<file path="config.mk">
export PLATFORM = sky130hd
export DESIGN_NAME = lcrg_regs
export DESIGN_NICKNAME = d
export VERILOG_FILES = /design/src/logic/lcrg_pkg.sv /design/src/logic/lcrg_regs.sv /design/src/logic/lcrg_sync2.sv /design/src/logic/lcrg_onhook_timer.sv
export SDC_FILE = /design/constraint.sdc
export NUM_CORES = 1
export LEC_CHECK = 0
export ABC_CLOCK_PERIOD_IN_PS = 3400
export BUFFER_PORTS_ARGS = -buffer_cell sky130_fd_sc_hd__buf_4
export CORE_UTILIZATION = 53
export CTS_CLUSTER_SIZE = 8
export DETAILED_ROUTE_END_ITERATION = 10
export PLACE_DENSITY = 0.88
export SLEW_MARGIN = 25
export SYNTH_ARGS = -nofsm -noshare
export SYNTH_HDL_FRONTEND = slang
export SYNTH_SLANG_ARGS = --single-unit
export TNS_END_PERCENT = 20
</file>
<file path="constraint.sdc">
create_clock -name i_clk -period 3.4 [get_ports i_clk]
set_clock_uncertainty 0.15 [all_clocks]
set_input_delay 0.34 -clock i_clk [delete_from_list [all_inputs] [get_ports i_clk]]
set_output_delay 0.34 -clock i_clk [all_outputs]
set_load 0.1 [all_outputs]
</file>
<file path="src/logic/lcrg_pkg.sv">
// Shared constants and types of the line interface control register bank
package lcrg_pkg;

  // Register indices; byte address is four times the index
  localparam logic [5:0] IDX_INTL_ONE   = 6'h10;
  localparam logic [5:0] IDX_INTL_TWO   = 6'h11;
  localparam logic [5:0] IDX_HOOK_CTRL  = 6'h20;
  localparam logic [5:0] IDX_IRQ_STATUS = 6'h21;
  localparam logic [5:0] IDX_IRQ_MASK   = 6'h22;

  // Reset values
  localparam logic [7:0] RST_INTL_ONE   = 8'h00;
  localparam logic [7:0] RST_INTL_TWO   = 8'h00;
  localparam logic [3:0] RST_HOOK_CTRL  = 4'h0;
  localparam logic [2:0] RST_IRQ        = 3'h0;

  // First control register field positions
  localparam int POS_ONHOOK_SPEED  = 6;
  localparam int POS_RECURSIVE_FLT = 4;
  localparam int POS_RINGER_IMP    = 1;
  localparam int POS_RING_THRESH   = 0;

  // Second control register field positions
  localparam int POS_CAL_CLEAR     = 7;
  localparam int POS_CAL_MANUAL    = 6;
  localparam int POS_AUTOCAL_DIS   = 5;
  localparam int POS_RING_THR_EXT  = 4;
  localparam int POS_OVL_PROTECT   = 3;
  localparam int POS_BILLING_EN    = 2;
  localparam int POS_RX_OVL_FLAG   = 1;
  localparam int POS_BILLING_FLAG  = 0;

  // Hook control register field positions
  localparam int POS_HOOK          = 0;
  localparam int POS_SPEED_EXT     = 1;
  localparam int POS_QUENCH_LO     = 2;
  localparam int POS_RELEASE_BUSY  = 4;

  // Interrupt status / mask bit positions
  localparam int IRQ_BILLING       = 0;
  localparam int IRQ_RX_OVL        = 1;
  localparam int IRQ_RELEASE_DONE  = 2;

  // Quench field codes
  localparam logic [1:0] QUENCH_NONE  = 2'h0;
  localparam logic [1:0] QUENCH_SPARK = 2'h3;

  // Release times in microseconds and clock rate
  localparam int CLK_MHZ          = 200;
  localparam int RELEASE_FAST_US  = 500;
  localparam int RELEASE_ETSI_US  = 3000;
  localparam int RELEASE_SPARK_US = 26000;
  // Fast release must stay under its bound, so one cycle short of it
  localparam int RELEASE_FAST_CYC  = RELEASE_FAST_US * CLK_MHZ - 1;
  localparam int RELEASE_ETSI_CYC  = RELEASE_ETSI_US * CLK_MHZ;
  localparam int RELEASE_SPARK_CYC = RELEASE_SPARK_US * CLK_MHZ;

  // Ring detect level codes
  typedef enum logic [1:0] {
    RING_LVL_13V5  = 2'b00,
    RING_LVL_19V35 = 2'b01,
    RING_LVL_40V5  = 2'b10
  } lcrg_ring_lvl_type;

  // Avalon-MM request from the master
  typedef struct packed {
    logic        read;
    logic        write;
    logic [7:0]  address;
    logic [31:0] writedata;
    logic [3:0]  byteenable;
  } lcrg_avs_req_type;

  // Configuration driven toward the line interface
  typedef struct packed {
    logic              recursive_filter_select;
    logic              ringer_impedance_sel;
    lcrg_ring_lvl_type ring_level;
    logic              adc_cal_clear;
    logic              adc_autocal_en;
    logic              overload_protect_en;
    logic              billing_tone_en;
  } lcrg_ctrl_type;

endpackage

</file>
<file path="src/logic/lcrg_regs.sv">
// International control register bank with hook release timing and interrupts
// Behaviour
// Release time from speed, extension, quench bits
// Release timed from hook clear to zero current
// Filter bit picks FIR or IIR both paths
// Impedance bit picks high or synthesized ringer
// Threshold pair picks level; 01 forbidden
// Reserved bits 7,5 writable, no effect
// Reduced variant: software writes extension threshold zero
// Calibration clear erases data until rewritten
// Manual calibration bit written one starts calibration
// Autocal disable bit suppresses automatic calibration
// Overload protect bit enables protection; clear before offhook
// Billing enable holds hook, sets detect flag
// Writing billing enable zero clears flag
// Receive overload flag; writing zero clears both flags
`timescale 1ns/100ps
module lcrg_regs #(
  parameter int CNT_W          = 32,
  parameter int P_FAST_CYC     = lcrg_pkg::RELEASE_FAST_CYC,
  parameter int P_ETSI_CYC     = lcrg_pkg::RELEASE_ETSI_CYC,
  parameter int P_SPARK_CYC    = lcrg_pkg::RELEASE_SPARK_CYC
) (
  input  wire logic                       i_clk,
  input  wire logic                       i_rst,
  input  wire lcrg_pkg::lcrg_avs_req_type i_avs,
  output logic                            o_avs_waitrequest,
  output logic [31:0]                     o_avs_readdata,
  input  wire logic                       i_supply_disrupt,
  input  wire logic                       i_rx_below_ground,
  output lcrg_pkg::lcrg_ctrl_type         o_ctrl,
  output logic                            o_adc_cal_start,
  output logic                            o_line_offhook,
  output logic                            o_irq
);
  import lcrg_pkg::*;

  // Pick the release interval from the three speed controls
  function automatic logic [CNT_W-1:0] f_release_cycles(
    input logic       speed,
    input logic       ext,
    input logic [1:0] quench
  );
    logic [CNT_W-1:0] cyc;
    // Other combinations release fast
    cyc = CNT_W'(P_FAST_CYC);
    if (speed && quench == QUENCH_SPARK) begin
      cyc = CNT_W'(P_SPARK_CYC);
    end else if (!speed && ext && quench == QUENCH_NONE) begin
      cyc = CNT_W'(P_ETSI_CYC);
    end
    return cyc;
  endfunction

  // Write-one-to-clear merge where a fresh event outranks the clear
  function automatic logic [2:0] f_w1c(
    input logic [2:0] cur,
    input logic [2:0] clr,
    input logic [2:0] set
  );
    // Set last, so a same-cycle event survives
    return (cur & ~clr) | set;
  endfunction

  // Stored register bits
  logic        onhook_speed_sel_ff;       // Release speed select
  logic        recursive_filter_sel_ff;   // IIR when set
  logic        ringer_impedance_sel_ff;   // Synthesized ringer when set
  logic        ring_threshold_sel_ff;     // Threshold low bit
  logic        adc_cal_clear_ff;          // Calibration data held clear
  logic        adc_cal_manual_ff;         // Last manual request value
  logic        adc_autocal_dis_ff;        // Automatic calibration off
  logic        ring_threshold_ext_ff;     // Threshold extension bit
  logic        overload_protect_ff;       // Overload protection on
  logic        billing_tone_en_ff;        // Ride-through enabled
  logic        rx_overload_flag_ff;       // Receive below ground seen
  logic        billing_tone_flag_ff;      // Supply disruption seen while ride-through enabled
  logic        line_hook_ctrl_ff;         // Software off-hook request
  logic        speed_ext_ff;              // Release speed extension
  logic [1:0]  quench_ff;                 // Spark quench field
  logic [2:0]  irq_status_ff;             // Sticky event bits
  logic [2:0]  irq_mask_ff;               // Interrupt enables
  logic        ack_ff;                    // Bus answer phase
  logic [31:0] rdata_ff;                  // Registered read data
  logic        cal_start_ff;              // Manual calibration pulse
  logic        offhook_ff;                // Hook drive to line
  logic        irq_ff;                    // Registered interrupt
  lcrg_ring_lvl_type ring_lvl_ff;         // Decoded detect level
  logic        rx_ovl_prev_ff;            // For rising-edge detect
  logic        disrupt_prev_ff;           // For rising-edge detect

  // Synchronised line-side levels
  logic        disrupt_sync;
  logic        rx_below_sync;

  // Line-side inputs arrive from another domain
  // Independent levels sharing one stage pair
  lcrg_sync2 #(
    .W (2)
  ) u_sync (
    .i_clk (i_clk),
    .i_rst (i_rst),
    .i_d   ({i_supply_disrupt, i_rx_below_ground}),
    .o_q   ({disrupt_sync, rx_below_sync})
  );

  // Bus decode: request held until the answer phase
  wire         req_any    = i_avs.read || i_avs.write;
  wire  [5:0]  word_idx   = i_avs.address[7:2];
  wire         wr_fire    = i_avs.write && ack_ff && i_avs.byteenable[0];
  wire  [7:0]  wdat       = i_avs.writedata[7:0];
  wire         wr_one     = wr_fire && word_idx == IDX_INTL_ONE;
  wire         wr_two     = wr_fire && word_idx == IDX_INTL_TWO;
  wire         wr_hook    = wr_fire && word_idx == IDX_HOOK_CTRL;
  wire         wr_status  = wr_fire && word_idx == IDX_IRQ_STATUS;
  wire         wr_mask    = wr_fire && word_idx == IDX_IRQ_MASK;

  // Events from the line side
  wire         rx_ovl_evt  = rx_below_sync && !rx_ovl_prev_ff;
  wire         disrupt_evt = disrupt_sync && !disrupt_prev_ff;
  wire         billing_evt = disrupt_evt && billing_tone_en_ff;
  wire         release_done;
  wire         release_busy;

  // Clearing the hook bit starts the release interval
  wire         hook_release = wr_hook && !wdat[POS_HOOK] && line_hook_ctrl_ff;
  wire [CNT_W-1:0] release_load = f_release_cycles(onhook_speed_sel_ff,
                                                   speed_ext_ff, quench_ff);

  // Release interval counter
  lcrg_onhook_timer #(
    .CNT_W (CNT_W)
  ) u_timer (
    .i_clk   (i_clk),
    .i_rst   (i_rst),
    .i_start (hook_release),
    .i_load  (release_load),
    .o_busy  (release_busy),
    .o_done  (release_done)
  );

  // Read-back images of each register
  // Read data captured in a read's first cycle
  wire  [7:0]  rd_one  = {1'b0, onhook_speed_sel_ff, 1'b0, recursive_filter_sel_ff,
                          2'b00, ringer_impedance_sel_ff, ring_threshold_sel_ff};
  wire  [7:0]  rd_two  = {adc_cal_clear_ff, adc_cal_manual_ff, adc_autocal_dis_ff,
                          ring_threshold_ext_ff, overload_protect_ff, billing_tone_en_ff,
                          rx_overload_flag_ff, billing_tone_flag_ff};
  wire  [7:0]  rd_hook = {3'b000, release_busy, quench_ff, speed_ext_ff, line_hook_ctrl_ff};
  wire  [7:0]  rd_mux  = (word_idx == IDX_INTL_ONE)   ? rd_one :
                         (word_idx == IDX_INTL_TWO)   ? rd_two :
                         (word_idx == IDX_HOOK_CTRL)  ? rd_hook :
                         (word_idx == IDX_IRQ_STATUS) ? {5'b00000, irq_status_ff} :
                         (word_idx == IDX_IRQ_MASK)   ? {5'b00000, irq_mask_ff} :
                         8'h00;                       // Unmapped reads zero

  // Interrupt status next value
  wire  [2:0]  irq_set   = {release_done, rx_ovl_evt, billing_evt};
  wire  [2:0]  irq_w1c   = wr_status ? wdat[2:0] : 3'b000;
  wire         rx_clr_wr = wr_two && !wdat[POS_RX_OVL_FLAG];
  wire  [2:0]  irq_clr   = irq_w1c | {1'b0, rx_clr_wr, 1'b0};
  wire  [2:0]  nxt_irq_status = f_w1c(irq_status_ff, irq_clr, irq_set);

  // Threshold pair decode; forbidden 01 falls back to the lowest level
  // Fed by next values so it moves with o_ctrl
  wire         nxt_thr_lo  = wr_one ? wdat[POS_RING_THRESH] : ring_threshold_sel_ff;
  wire         nxt_thr_ext = wr_two ? wdat[POS_RING_THR_EXT] : ring_threshold_ext_ff;
  wire  [1:0]  thr_pair = {nxt_thr_lo, nxt_thr_ext};
  lcrg_ring_lvl_type nxt_ring_lvl;
  assign nxt_ring_lvl = (thr_pair == 2'b11) ? RING_LVL_40V5 :
                        (thr_pair == 2'b10) ? RING_LVL_19V35 :
                        RING_LVL_13V5;

  // Without ride-through a supply dip drops the hook drive
  wire         nxt_offhook = (line_hook_ctrl_ff || release_busy) &&
                             !(disrupt_sync && !billing_tone_en_ff);

  // Bus answer: one wait cycle, then the transfer completes
  always_ff @(posedge i_clk) begin
    if (i_rst) begin
      ack_ff   <= 1'b0;
      rdata_ff <= 32'h0000_0000;
    end else begin
      // Ack lasts one cycle; held requests wait again
      ack_ff   <= req_any && !ack_ff;
      rdata_ff <= (i_avs.read && !ack_ff) ? {24'h00_0000, rd_mux} : rdata_ff;
    end
  end

  // First control register; bits 7 and 5 are dropped on write
  always_ff @(posedge i_clk) begin
    if (i_rst) begin
      // Reserved bits are not stored
      onhook_speed_sel_ff     <= RST_INTL_ONE[POS_ONHOOK_SPEED];
      recursive_filter_sel_ff <= RST_INTL_ONE[POS_RECURSIVE_FLT];
      ringer_impedance_sel_ff <= RST_INTL_ONE[POS_RINGER_IMP];
      ring_threshold_sel_ff   <= RST_INTL_ONE[POS_RING_THRESH];
    end else if (wr_one) begin
      onhook_speed_sel_ff     <= wdat[POS_ONHOOK_SPEED];
      recursive_filter_sel_ff <= wdat[POS_RECURSIVE_FLT];
      ringer_impedance_sel_ff <= wdat[POS_RINGER_IMP];
      ring_threshold_sel_ff   <= wdat[POS_RING_THRESH];
    end
  end

  // Second control register writable fields
  always_ff @(posedge i_clk) begin
    if (i_rst) begin
      adc_cal_clear_ff      <= RST_INTL_TWO[POS_CAL_CLEAR];
      adc_cal_manual_ff     <= RST_INTL_TWO[POS_CAL_MANUAL];
      adc_autocal_dis_ff    <= RST_INTL_TWO[POS_AUTOCAL_DIS];
      ring_threshold_ext_ff <= RST_INTL_TWO[POS_RING_THR_EXT];
      overload_protect_ff   <= RST_INTL_TWO[POS_OVL_PROTECT];
      billing_tone_en_ff    <= RST_INTL_TWO[POS_BILLING_EN];
    end else if (wr_two) begin
      adc_cal_clear_ff      <= wdat[POS_CAL_CLEAR];
      adc_cal_manual_ff     <= wdat[POS_CAL_MANUAL];
      adc_autocal_dis_ff    <= wdat[POS_AUTOCAL_DIS];
      ring_threshold_ext_ff <= wdat[POS_RING_THR_EXT];
      overload_protect_ff   <= wdat[POS_OVL_PROTECT];
      billing_tone_en_ff    <= wdat[POS_BILLING_EN];
    end
  end

  // Hardware flags; a new event outranks a same-cycle clear
  // Writing one to a flag does nothing
  always_ff @(posedge i_clk) begin
    if (i_rst) begin
      rx_overload_flag_ff  <= RST_INTL_TWO[POS_RX_OVL_FLAG];
      billing_tone_flag_ff <= RST_INTL_TWO[POS_BILLING_FLAG];
    end else begin
      rx_overload_flag_ff  <= rx_ovl_evt || (rx_overload_flag_ff && !rx_clr_wr);
      billing_tone_flag_ff <= billing_evt ||
                              (billing_tone_flag_ff &&
                               !(wr_two && !wdat[POS_BILLING_EN]));
    end
  end

  // Hook control and speed extension fields
  always_ff @(posedge i_clk) begin
    if (i_rst) begin
      {quench_ff, speed_ext_ff, line_hook_ctrl_ff} <= RST_HOOK_CTRL;
    end else if (wr_hook) begin
      // Clearing the hook starts the timer
      line_hook_ctrl_ff <= wdat[POS_HOOK];
      speed_ext_ff      <= wdat[POS_SPEED_EXT];
      quench_ff         <= wdat[POS_QUENCH_LO +: 2];
    end
  end

  // Interrupt status and mask
  always_ff @(posedge i_clk) begin
    if (i_rst) begin
      irq_status_ff <= RST_IRQ;
      irq_mask_ff   <= RST_IRQ;
    end else begin
      // Mask writes leave sticky bits alone
      irq_status_ff <= nxt_irq_status;
      irq_mask_ff   <= wr_mask ? wdat[2:0] : irq_mask_ff;
    end
  end

  // Registered outputs and edge history
  // Edge history resets to the pins' idle low level
  always_ff @(posedge i_clk) begin
    if (i_rst) begin
      cal_start_ff    <= 1'b0;
      offhook_ff      <= 1'b0;
      irq_ff          <= 1'b0;
      ring_lvl_ff     <= RING_LVL_13V5;
      rx_ovl_prev_ff  <= 1'b0;
      disrupt_prev_ff <= 1'b0;
    end else begin
      cal_start_ff    <= wr_two && wdat[POS_CAL_MANUAL];
      offhook_ff      <= nxt_offhook;
      // Rises with the sticky bit, not after it
      irq_ff          <= |(nxt_irq_status & irq_mask_ff);
      ring_lvl_ff     <= nxt_ring_lvl;
      rx_ovl_prev_ff  <= rx_below_sync;
      disrupt_prev_ff <= disrupt_sync;
    end
  end

  // Handshake is combinational; data outputs come from flops
  assign o_avs_waitrequest = req_any && !ack_ff;
  assign o_avs_readdata    = rdata_ff;
  assign o_adc_cal_start   = cal_start_ff;
  assign o_line_offhook    = offhook_ff;
  assign o_irq             = irq_ff;

  // Configuration toward the line interface
  // Autocal stored as a disable, driven as an enable
  assign o_ctrl.recursive_filter_select = recursive_filter_sel_ff;
  assign o_ctrl.ringer_impedance_sel    = ringer_impedance_sel_ff;
  assign o_ctrl.ring_level              = ring_lvl_ff;
  assign o_ctrl.adc_cal_clear           = adc_cal_clear_ff;
  assign o_ctrl.adc_autocal_en          = !adc_autocal_dis_ff;
  assign o_ctrl.overload_protect_en     = overload_protect_ff;
  assign o_ctrl.billing_tone_en         = billing_tone_en_ff;

endmodule // lcrg_regs

</file>
<file path="src/logic/lcrg_sync2.sv">
// Two-stage synchroniser for asynchronous line-side levels
`timescale 1ns/100ps
module lcrg_sync2 #(
  parameter int W = 1
) (
  input  wire logic         i_clk,
  input  wire logic         i_rst,
  input  wire logic [W-1:0] i_d,
  output logic      [W-1:0] o_q
);
  logic [W-1:0] meta_ff;   // First stage, read only by second
  logic [W-1:0] sync_ff;   // Second stage, safe to use

  // Plain double flop; nothing taps the first stage
  always_ff @(posedge i_clk) begin
    if (i_rst) begin
      meta_ff <= '0;
      sync_ff <= '0;
    end else begin
      meta_ff <= i_d;
      sync_ff <= meta_ff;
    end
  end

  assign o_q = sync_ff;
endmodule // lcrg_sync2

</file>
<file path="src/logic/lcrg_onhook_timer.sv">
// Down-counter timing the on-hook release interval
`timescale 1ns/100ps
module lcrg_onhook_timer #(
  parameter int CNT_W = 32
) (
  input  wire logic             i_clk,
  input  wire logic             i_rst,
  input  wire logic             i_start,
  input  wire logic [CNT_W-1:0] i_load,
  output logic                  o_busy,
  output logic                  o_done
);
  logic [CNT_W-1:0] cnt_ff;    // Cycles left
  logic             busy_ff;   // Interval running
  logic             done_ff;   // One-cycle end pulse
  wire              last_cyc = busy_ff && (cnt_ff <= CNT_W'(1));

  // Start reloads even while busy, so a new release restarts timing
  always_ff @(posedge i_clk) begin
    if (i_rst) begin
      cnt_ff  <= '0;
      busy_ff <= 1'b0;
      done_ff <= 1'b0;
    end else if (i_start) begin
      cnt_ff  <= i_load;
      busy_ff <= 1'b1;
      done_ff <= 1'b0;
    end else begin
      cnt_ff  <= busy_ff ? cnt_ff - CNT_W'(1) : cnt_ff;
      busy_ff <= busy_ff && !last_cyc;
      done_ff <= last_cyc;
    end
  end

  assign o_busy = busy_ff;
  assign o_done = done_ff;
endmodule // lcrg_onhook_timer

</file>
== Word level (Yosys, flattened, before mapping) ==
Cells that the tools add are included.
W data, S select, Z words.
Storage, ports and cells
  bits in latches: 0
  memories: 0
  bits of input ports: 50
  flip-flop bits (word level): 76
  ROM bits: 0
  output and inout port bits: 44
  bits in writable memories: 0
Operators by class
  reduce and logical (&&, ||, !) cells: 48
  bitwise gates (word level): 5
  shift-type cells: 0
  div/mod/pow operators: 0
  multiplexer cells: 15
  eq/ne operators: 8
  add/sub/neg operators: 1
  magnitude comparators: 1
  multiply operators: 0
Operators with widths (count)
  $mux W32: 2
  $le A32 B1 Y1 const B: 1
  $sub A32 B1 Y32 const B: 1
  $logic_and A1 B1 Y1: 26
  $mux W23: 1
  $mux W20: 1
  $eq A6 B6 Y1 const B: 3
  $mux W8: 2
  $logic_not A1 Y1: 13
  $eq A6 B5 Y1 const B: 2
  $mux W3: 3
  $and A3 B3 Y3: 2
  $eq A2 B2 Y1 const B: 3
  $mux W5: 1
  $logic_or A1 B1 Y1: 4
  $mux W1: 4
  $reduce_or A2 Y1: 2
  $not A3 Y3: 1
  $or A3 B2 Y3: 1
  $or A3 B3 Y3: 1
  $reduce_or A3 Y1: 1
  $logic_not A2 Y1: 1
  $mux W2: 1
  $reduce_bool A2 Y1: 1

== Logic depth before layout (Yosys ltp) ==
Gate-level depths: netlist (run 1).
  word-level depth: 10
  depth in mapped cells: 8
  mapped depth without buffers: 7

== Cells and area by module ==
A second synthesis (run 1) with hierarchy kept.
Second synthesis, totals
  cells, all modules: 457
  area total of the unflattened synthesis: 3966.3 um^2
Modules (own cells, without submodules)
  lcrg_regs: area each 1938.1 um^2, sequential area each 760.7 um^2, instances 1, cells an instance 218
  lcrg_onhook_timer: area each 1923.1 um^2, sequential area each 680.7 um^2, instances 1, cells an instance 231
  lcrg_sync2: area each 105.1 um^2, sequential area each 80.1 um^2, instances 1, cells an instance 8

== Worst setup path after synthesis (run 1) ==
OpenSTA, ideal clock, no wires.
  kind: reg-to-reg
  start: register u_timer.cnt_ff[4]
  end: register u_timer.cnt_ff[31]
  stages on the path, launching flop included: 9
  slack: 0.553 ns
  arrival time: 2.627 ns
  path through: dfxtp_1 -> buf_6 -> or4_4 -> buf_6 -> or4_4 -> buf_6 -> or4_4 -> or3_1 -> a21oi_1
Between the ends
  longest elaborated chain between the ends: 3
RTL lines
  start: declaration: line lcrg_onhook_timer.sv:13  | logic [CNT_W-1:0] cnt_ff;
  start signal: assignment: line lcrg_onhook_timer.sv:25  | cnt_ff <= i_load;
  start signal: assignment: line lcrg_onhook_timer.sv:29  | cnt_ff <= busy_ff ? cnt_ff - CNT_W'(1) : cnt_ff;
  $sub A32 B1 Y32: line lcrg_onhook_timer.sv:29
  $mux W32: line lcrg_onhook_timer.sv:29
  $mux W32: line lcrg_onhook_timer.sv:24  | end else if (i_start) begin
No other way between the ends. The select of a mux whose other input is x is not followed.
A chain may end at the register's enable or synchronous reset.

== Worst setup path in the final report (run 1) ==
Ends and elaborated chain as after synthesis.

==> qor.yml, run 1 <==
die:
  die_w_um: 85
  io_pins: 94
  die-height_um: 85
  fp-row-count: 29
  start_util: 0.5621
  core_sq_um: 6495
  fp.dieArea_sq_um: 7225
global_route:
  globalRouteOverflowTotal: 0
  grt_max_degree: 56
  globalRouteTotalUtil: 0.2389
  grt_pass1_vias: 2979
  grt_pass1_wl_mm: 13.74
  grt_antenna_before_repair: 0
final_layout:
  antenna_cells: 0
  final_nets: 512
  final.fill_count: 525
  stdcell_count: 542
  area_growth_pct: 12.51
  post-route-util: 0.6324
  layout-drive-gt1-share: 0.1505
timing:
  hold_viol_final: 0
  setup_violations: 0
  setup_tns_ns: 0
  max_slew_margin: 0.4514
  clock.fmax_mhz: 352.1
  worst_pin_slew_ns: 0.8212
  drv_slew: 0
  rsz0062_at_grt: "false"
  fin_crit_ns: 2.840
  fin_crit_sh: 0.8353
worst_hold_path:
  hold_path_class: "primary input to flop"
placed_design:
  place_hpwl_mm: 5.457
  gp_congestion: 0.8667
  io_buffers: 40
  place_inst: 526
drt:
  firstDrtPassIters: 5
  remaining_drc_errors: 0
  vias: 3176
  wl_mm: 8.234
  final_antenna_net_count: 0
  post_drt_wl_per_cell_um: 15.19
  vias_per_cell: 5.860
  drt_first_iter_violations: 334
power_and_ir_drop:
  p_per_area_nw_per_um2: 471.8
  p_leak_nw: 1.684
  ir_drop_uv: 339.4
setup_path:
  crit_fanout: 8
  crit_arrival_ns: 2.95
  end_kind: "flop"
  crit_required_ns: 3.51
  worstSetupPathType: "flop to flop"
  startpoint_type: "flop"
logic_synthesis:
  ys_seq_area_frac: 0.4167
  avgSynthCellArea_sq_um: 8.530
  synth_edf_count: 0
  synth_area_sq_um: 3651
  ys_dominant_reg_cell: "dfxtp_1"
  yosysWarnings: 0
  ys_seq_elements: 76
  syn_inst: 428
  synth_cell_types: 52
  synth-async-reset-ratio: 0
clock_tree:
  path_clk_slew_ns: 0.08
  cts_root_buffer: "clkbuf_8"
  cts_buffer_depth: 2
  cts.repair.resized: 0
  htree_levels: 3
  cts_setup_buffers: 0
  clkSinkCount: 76
  cts-buffers-inserted: 9
  clock_latency_ns: 0.35
  cts_tree: "built"
  ctsHoldBuffers: 0
run_status:
  status: "completed"
run:
  cap_violations: 0
## critical path, stage by stage (launching register included)
cell     delay, ns
dfxtp_1       0.39
or4_4         0.61
or4_4         0.59
or4_4         0.54
or3_1         0.32
a21oi_1       0.17
## Yosys cell counts (2+ instances only)
cell | n | share of area
a21oi_1 | 35 | 0.048
dfxtp_1 | 76 | 0.42
nand3b_1 | 2 | 0.0041
clkbuf_1 | 14 | 0.014
or4_4 | 3 | 0.0093
nand3_1 | 16 | 0.022
inv_1 | 7 | 0.0072
nor3_1 | 19 | 0.026
a211oi_1 | 2 | 0.0041
buf_1 | 3 | 0.0031
a41oi_1 | 2 | 0.0048
or4_1 | 3 | 0.0062
nor2_1 | 52 | 0.053
a21o_1 | 3 | 0.0062
nand4_1 | 5 | 0.0086
buf_4 | 29 | 0.060
xnor2_1 | 17 | 0.041
or2_2 | 3 | 0.0051
nor3b_1 | 5 | 0.010
nor4b_1 | 3 | 0.0072
nor2b_1 | 11 | 0.019
nand2_1 | 25 | 0.026
o22ai_1 | 2 | 0.0034
or3_1 | 2 | 0.0034
a221oi_1 | 5 | 0.012
ha_1 | 2 | 0.0069
buf_6 | 3 | 0.0093
xor2_1 | 6 | 0.014
and3_1 | 4 | 0.0069
o21ai_0 | 9 | 0.012
nor4_1 | 18 | 0.031
nand2b_1 | 7 | 0.012
mux2i_1 | 14 | 0.038
o21bai_1 | 3 | 0.0062
## registers in the layout, indices dropped and copies added, names as in the netlist, 2 cells and up
register,flops
irq_status_ff,3
quench_ff,2
u_sync.o_q,2
irq_mask_ff,3
ring_lvl_ff,2
u_timer.cnt_ff,32
u_sync.meta_ff,2
o_avs_readdata,8
## layout make-up
cell class | count | area [sq um] | area share
clock buffers | 13 | 168.9 | 0.04112
clock inverters | 3 | 67.56 | 0.01645
inverters | 7 | 26.28 | 0.006397
multi-input cells | 319 | 1874 | 0.4563
flip-flops and latches | 76 | 1521 | 0.3704
well taps | 77 | 96.34 | 0.02345
repair buffers | 47 | 352.8 | 0.08590
## through the flow
step	hold slack (ns)	worst slack [ns]	cell area [sq um]	power, mW
after detailed placement	0.2931	0.6448	3871	1.152
after CTS	0.04365	0.5827	4108	1.941
final	0.05099	0.5599	4108	1.938
after global routing	0.05040	0.5286	4108	1.989
after floorplan	0.2638	0.5527	3737	1.133
after global placement	0.2661	0.6724	3871	1.150
## cell usage in the layout (no fill, tap or decap), types with 5 or more instances in the layout
master	n
a21oi_1	35
a221oi_1	5
buf_4	47
clkbuf_8	12
conb_1	24
dfxtp_1	76
inv_1	7
mux2i_1	14
nand2_1	25
nand2b_1	7
nand3_1	16
nand4_1	5
nor2_1	52
nor2b_1	11
nor3_1	19
nor3b_1	5
nor4_1	18
o21ai_0	9
xnor2_1	17
xor2_1	6
## where the power goes
part	total, mW	internal, mW	leakage [nW]	switching, mW
sequential	0.902	0.898	0.614	0.00458
clock	0.806	0.474	0.116	0.331
combinational	0.230	0.0366	0.954	0.194
## final timing paths
path / start / end / slack [ns] / cells after the start
setup / recovery: u_timer.cnt_ff[4]$_SDFFE_PP0P_ / u_timer.cnt_ff[31]$_SDFFE_PP0P_ / 0.56 / 5
hold / removal: i_supply_disrupt / u_sync.meta_ff[1]$_SDFF_PP0_ / 0.05 / 2
setup reg to reg: u_timer.cnt_ff[4]$_SDFFE_PP0P_ / u_timer.cnt_ff[31]$_SDFFE_PP0P_ / 0.56 / 5
hold reg to reg: o_avs_readdata[5]$_SDFFE_PP0P_ / o_avs_readdata[5]$_SDFFE_PP0P_ / 0.30 / 2
## layer usage
layer  wire [um]  vias to the layer above  track usage  part of all wire
met5           0                        -            0                 0
met4         178                        0       0.1248             0.022
met3         622                       21      0.04183             0.076
met2        3945                      167       0.3827              0.48
met1        3488                     1462       0.3091              0.42
li1            -                     1526            -                 -
## cells by family after synthesis
logic type | Yosys count | share of synthesized area
AOI/OAI and AO/OA | 73 | 0.1258
xor gates and xnor gates | 23 | 0.05517
adders and majority gates | 2 | 0.006853
buffers and inverters | 56 | 0.09356
DFF | 76 | 0.4167
muxes | 14 | 0.03838
other | 1 | 0.001027
and+or+nand+nor | 183 | 0.2625
No activity file was read; power rests on OpenSTA's default activity.
==> run 2, diff against run 1 <==
--- a/config.mk
+++ b/config.mk
@@ -5,7 +5,7 @@
 export SDC_FILE = /design/constraint.sdc
 export NUM_CORES = 1
 export LEC_CHECK = 0
-export ABC_CLOCK_PERIOD_IN_PS = 3400
+export ABC_CLOCK_PERIOD_IN_PS = 2700
 export BUFFER_PORTS_ARGS = -buffer_cell sky130_fd_sc_hd__buf_4
 export CORE_UTILIZATION = 53
 export CTS_CLUSTER_SIZE = 8
==> constraint.sdc (replaced) <==
create_clock -name i_clk -period 2.7 [get_ports i_clk]
set_clock_uncertainty 0.15 [all_clocks]
set_input_delay 0.27 -clock i_clk [delete_from_list [all_inputs] [get_ports i_clk]]
set_output_delay 0.27 -clock i_clk [all_outputs]
set_load 0.1 [all_outputs]
==> qor.yml, run 2 (synthesis gave the netlist of run 1 again) <==
run_status:
  status: "completed"
clock_tree:
  path_clk_slew_ns: 0.08  # about the same
  cts_tree: "built"
  htree_levels: 3  # unchanged
  cts.repair.resized: 0  # unchanged
  cts_root_buffer: "clkbuf_8"
  cts-buffers-inserted: 9  # unchanged
  clock_latency_ns: 0.36  # about the same
  clkSinkCount: 76  # unchanged
  cts_buffer_depth: 2  # unchanged
timing:
  hold_viol_final: 0  # unchanged
  fin_crit_ns: 2.640  # -0.2001 ns
  fin_crit_sh: 0.9778  # +0.1425
  rsz0062_at_grt: "false"
  setup_violations: 0  # unchanged
  drv_slew: 0  # unchanged
  layout_setup_ws_ns: 0.05996  # -0.4999 ns
  worst_pin_slew_ns: 0.7409  # -0.08032 ns
  clock.fmax_mhz: 378.8  # +7.6%
  max_slew_margin: 0.5028  # +0.05142
  setup_tns_ns: 0  # unchanged
die:
  die-height_um: 85  # unchanged
  die_w_um: 85  # unchanged
  core_sq_um: 6495  # unchanged
  io_pins: 94  # unchanged
  fp-row-count: 29  # unchanged
  start_util: 0.5621  # unchanged
  fp.dieArea_sq_um: 7225  # unchanged
power_and_ir_drop:
  seqPwrFrac: 0.437  # -0.029
  power_frac_comb: 0.113  # -0.006
  p_per_area_nw_per_um2: 614.8  # +30%
  clockPowerShare: 0.450  # +0.034
  switchingPower_mw: 0.6651  # +26%
  p_leak_nw: 1.749  # +3.9%
  ir_drop_uv: 380.9  # +12%
  swShare: 0.2560  # -0.01714
  p_int_mw: 1.933  # +37%
drt:
  drt_first_iter_violations: 314  # -6.0%
  wl_mm: 8.372  # +1.7%
  firstDrtPassIters: 5  # unchanged
  remaining_drc_errors: 0  # unchanged
  post_drt_wl_per_cell_um: 15.19  # about the same
  final_antenna_net_count: 0  # unchanged
  vias_per_cell: 5.897  # +0.63%
  vias: 3249  # +2.3%
placed_design:
  gp_congestion: 0.8877  # +2.4%
  place_hpwl_mm: 5.927  # +8.6%
  io_buffers: 40  # unchanged
  place_inst: 534  # +1.5%
  dp_slack_ns: 0.1056  # -0.5393 ns
setup_path:
  crit_required_ns: 2.83  # -0.68 ns
  cp_common_cell: "or4_4"
  cpMaxStageDelayCell: "or4_4"
  path_cells: "or4_4 > or4_4 > or4_4 > or3_1 > a21oi_1"
  startpoint_type: "flop"
  cpPeakStageDelay_ns: 0.59  # -0.02 ns
  path_delay_family: "simple AND/OR/NAND/NOR gates"
  crit_fanout: 6  # -2
  worst-path-buf-inv: 0  # unchanged
  crit_arrival_ns: 2.77  # -0.18 ns
  worstSetupPathType: "flop to flop"
  end_kind: "flop"
global_route:
  globalRouteTotalUtil: 0.2371  # -0.001759
  grt_max_degree: 34  # -39%
  grt_pass1_wl_mm: 13.52  # -1.7%
  globalRouteOverflowTotal: 0  # unchanged
  grt_antenna_before_repair: 0  # unchanged
  grt_pass1_vias: 2874  # -3.5%
final_layout:
  antenna_cells: 0  # unchanged
  layout-drive-gt1-share: 0.1646  # +0.01402
  final_cell_mix: "dfxtp_1, buf_4, nor2_1"
  final_nets: 522  # +2.0%
  stdcell_count: 551  # +1.7%
  final_common_cell: "dfxtp_1"
  area_growth_pct: 15.73
  post-route-util: 0.6505  # +0.01811
  top_register: "u_timer.cnt_ff"
  largest_reg_flops: 32  # unchanged
worst_hold_path:
  hold_path_class: "primary input to flop"
run:
  cap_violations: 0  # unchanged
## run 2: changes by cell type in the layout (fill, tap and decap cells not counted), sizes merged
| cell | previous run | this run |
|---|---|---|
| buf | 47 | 55 |
| bufinv | 2 | 4 |
| clkbuf | 13 | 11 |
| dlygate4sd3 | 0 | 2 |
| clkinvlp | 1 | 0 |
## run 2: repair_timing
action                     CTS  global route
setup buffers                0             0
hold endpoints to repair     2             0
setup endpoints to repair    0             1
hold buffers                 2             0
## run 2: final timing paths
path,from,to,slack [ns],cells after the start
min reg2reg,u_sync.meta_ff[1]$_SDFF_PP0_,u_sync.o_q[1]$_SDFF_PP0_,0.30,1
max reg2reg,u_timer.cnt_ff[7]$_SDFFE_PP0P_,u_timer.cnt_ff[31]$_SDFFE_PP0P_,0.06,5
min,i_avs[9],adc_autocal_dis_ff$_SDFFE_PP0P_,0.02,3
max,u_timer.cnt_ff[7]$_SDFFE_PP0P_,u_timer.cnt_ff[31]$_SDFFE_PP0P_,0.06,5
## run 2: metrics by stage
step	cell area (sq um)	power [mW]	hold WS, ns
after floorplan	3740	1.427	0.2482
after global placement	3934	1.449	0.2684
after detailed placement	3934	1.452	0.2779
after CTS	4225	2.603	0.01113
after global routing	4225	2.667	0.02374
final	4225	2.598	0.01972
## run 2: worst min-delay path, stage by stage
cell     delay (ns)
buf_4          0.11
nand3_1        0.05
a21oi_1        0.05
## run 2: power by group through the flow
stage / registers [mW] / logic [mW] / clock network, mW
final: 1.14 / 0.294 / 1.17
after global routing: 1.14 / 0.306 / 1.22
after detailed placement: 1.16 / 0.289 / 0
after floorplan: 1.19 / 0.235 / 0
after CTS: 1.14 / 0.292 / 1.17
after global placement: 1.16 / 0.287 / 0
## run 2: layer usage
metal / global-route usage / up-vias / wire length [um]
met1: 0.3026 / 1550 / 3673
li1: - / 1546 / -
met4: 0.1310 / 0 / 157
met2: 0.3864 / 137 / 4058
met3: 0.03502 / 16 / 484
met5: 0 / - / 0
## run 2: layout make-up
cell class              count  area [sq um]
fillers                   512          2270
multi-input cells         319          1877
flip-flops and latches     76          1521
repair buffers             57         432.9
clock buffers              11         151.4
clock inverters             4         120.1
well taps                  77         96.34
inverters                   7         26.28
==> run 3, diff against run 2 <==
--- a/config.mk
+++ b/config.mk
@@ -6,11 +6,11 @@
 export NUM_CORES = 1
 export LEC_CHECK = 0
 export ABC_CLOCK_PERIOD_IN_PS = 2700
-export BUFFER_PORTS_ARGS = -buffer_cell sky130_fd_sc_hd__buf_4
-export CORE_UTILIZATION = 53
+export CORE_UTILIZATION = 56
 export CTS_CLUSTER_SIZE = 8
 export DETAILED_ROUTE_END_ITERATION = 10
-export PLACE_DENSITY = 0.88
+export DONT_BUFFER_PORTS = 1
+export PLACE_DENSITY = 0.79
 export SLEW_MARGIN = 25
 export SYNTH_ARGS = -nofsm -noshare
 export SYNTH_HDL_FRONTEND = slang
==> constraint.sdc (replaced) <==
create_clock -name i_clk -period 2.7 [get_ports i_clk]
set_clock_uncertainty 0.15 [all_clocks]
set_input_delay 0.54 -clock i_clk [delete_from_list [all_inputs] [get_ports i_clk]]
set_output_delay 0.54 -clock i_clk [all_outputs]
set_load 0.1 [all_outputs]
==> qor.yml, run 3 (synthesis gave the netlist of run 1 again) <==
die:
  io_pins: 94  # unchanged
  start_util: 0.5783  # +0.01615
  fp-row-count: 29  # unchanged
  fp.dieArea_sq_um: 6847  # -5.2%
  core_sq_um: 6314  # -2.8%
  die-height_um: 82.75  # -2.7%
  die_w_um: 82.75  # -2.7%
run:
  cap_violations: 0  # unchanged
drt:
  dr.max_layer_used: "met4"
  wl_met1_mm: 3.460  # -5.8%
  vias: 3076  # -5.3%
  post_drt_wl_per_cell_um: 14.62  # -3.8%
  firstDrtPassIters: 5  # unchanged
  drt_first_iter_violations: 162  # -48%
  wl_met2_mm: 3.664  # -9.7%
  vias_per_cell: 5.793  # -1.8%
  wl_mm: 7.763  # -7.3%
  wl_met3_um: 501  # +3.5%
  remaining_drc_errors: 0  # unchanged
  final_antenna_net_count: 0  # unchanged
clock_tree:
  clock_latency_ns: 0.34  # -0.02 ns
  path_clk_slew_ns: 0.07  # about the same
  cts.repair.resized: 0  # unchanged
  clkSinkCount: 76  # unchanged
  cts_buffer_depth: 2  # unchanged
  cts-buffers-inserted: 9  # unchanged
  cts_tree: "built"
  cts_root_buffer: "clkbuf_8"
  ctsHoldBuffers: 0  # -2
  cts_setup_buffers: 0  # unchanged
  htree_levels: 3  # unchanged
global_route:
  grt_antenna_before_repair: 0  # unchanged
  globalRouteTotalUtil: 0.2449  # +0.007766
  grt_pass1_vias: 2726  # -5.1%
  grt_max_degree: 56  # +65%
  grt_pass1_wl_mm: 12.55  # -7.1%
  globalRouteOverflowTotal: 0  # unchanged
final_layout:
  post-route-util: 0.6290  # -0.02154
  largest_reg_flops: 32  # unchanged
  final_cell_mix: "dfxtp_1, nor2_1, buf_4"
  top_register: "u_timer.cnt_ff"
  final_nets: 501  # -4.0%
  area_growth_pct: 8.773
  final_common_cell: "dfxtp_1"
  antenna_cells: 0  # unchanged
  layout-drive-gt1-share: 0.1233  # -0.04121
  fin_area_sq_um: 3971  # -6.0%
power_and_ir_drop:
  switchingPower_mw: 0.6098  # -8.3%
  ir_drop_uv: 425.2  # +12%
  clockPowerShare: 0.370  # -0.080
  p_per_area_nw_per_um2: 553.4  # -10%
  p_int_mw: 1.588  # -18%
  p_leak_nw: 1.602  # -8.4%
  swShare: 0.2775  # +0.02143
  power.total_mw: 2.198  # -15%
  seqPwrFrac: 0.517  # +0.080
  power_frac_comb: 0.113  # about the same
setup_path:
  worstSetupPathType: "flop to flop"
  worst_r2r_path_depth: 5  # unchanged
  crit_fanout: 6  # unchanged
  cp_common_cell: "or4_4"
  cpPeakStageDelay_ns: 0.58  # about the same
  end_kind: "flop"
  path_cells: "or4_4 > or4_4 > or4_4 > or3_1 > a21oi_1"
  crit_required_ns: 2.82  # about the same
  startpoint_type: "flop"
  cpMaxStageDelayCell: "or4_4"
  crit_arrival_ns: 2.73  # -0.04 ns
worst_hold_path:
  hold_path_class: "primary input to flop"
  worst_hold_path.num_cells: 1  # -2
placed_design:
  gp_congestion: 0.8506  # -4.2%
  dp_slack_ns: 0.05491  # -0.05065 ns
  io_buffers: 0  # -100%
  dpl_cell_area_sq_um: 3794  # -3.6%
  place_hpwl_mm: 5.670  # -4.3%
timing:
  max_slew_margin: 0.4543  # -0.04845
  drv_slew: 0  # unchanged
  clock.fmax_mhz: 382.9  # +1.1%
  layout_setup_ws_ns: 0.08812  # +0.02816 ns
  rsz0062_at_grt: "false"
  hold_viol_final: 0  # unchanged
  fin_crit_ns: 2.612  # -0.02816 ns
  worst_pin_slew_ns: 0.8176  # +0.07674 ns
  fin_crit_sh: 0.9674  # -0.01043
  fin_hold_ws_ns: 0.1092  # +0.08950 ns
  setup_violations: 0  # unchanged
run_status:
  status: "completed"
[run 3: per-layer routing]
metal,up-vias,track usage
met5,-,0
met1,1444,0.3035
met4,0,0.09655
li1,1513,-
met2,104,0.4066
met3,15,0.05934
[run 3: worst paths after layout]
| check | startpoint | endpoint | slack (ns) |
|---|---|---|---|
| min | i_rst | overload_protect_ff$_SDFFE_PP0P_ | 0.11 |
| max | u_timer.cnt_ff[7]$_SDFFE_PP0P_ | u_timer.cnt_ff[31]$_SDFFE_PP0P_ | 0.09 |
| max reg2reg | u_timer.cnt_ff[7]$_SDFFE_PP0P_ | u_timer.cnt_ff[31]$_SDFFE_PP0P_ | 0.09 |
| min reg2reg | u_sync.meta_ff[1]$_SDFF_PP0_ | u_sync.o_q[1]$_SDFF_PP0_ | 0.29 |
[run 3: through the flow]
step	setup TNS, ns	instances
floorplan	-0.1867	451
global placement	0	515
detailed placement	0	515
CTS	0	531
global route	0	531
finish	0	531
[run 3: critical path, delay by kind of cell (launching register included)]
kind | cells | cell delay [ns]
compound gates | 1 | 0.12
flops | 1 | 0.34
simple gates | 4 | 1.92
[run 3: area by class of cell]
| type | count | area, sq um |
|---|---|---|
| fill | 534 | 2342 |
| timing repair buffer | 36 | 270.3 |
| clock inverter | 2 | 35.03 |
| inverter | 7 | 26.28 |
| sequential | 76 | 1521 |
| multi-input combinational | 319 | 1879 |
| clock buffer | 14 | 142.6 |
| tap | 77 | 96.34 |
[run 3: power groups by stage]
stage / clock network (mW) / registers [mW] / logic (mW)
CTS: 0.828 / 1.14 / 0.248
floorplan: 0 / 1.19 / 0.235
global route: 0.877 / 1.14 / 0.260
detailed placement: 0 / 1.16 / 0.247
global placement: 0 / 1.16 / 0.245
finish: 0.813 / 1.14 / 0.248
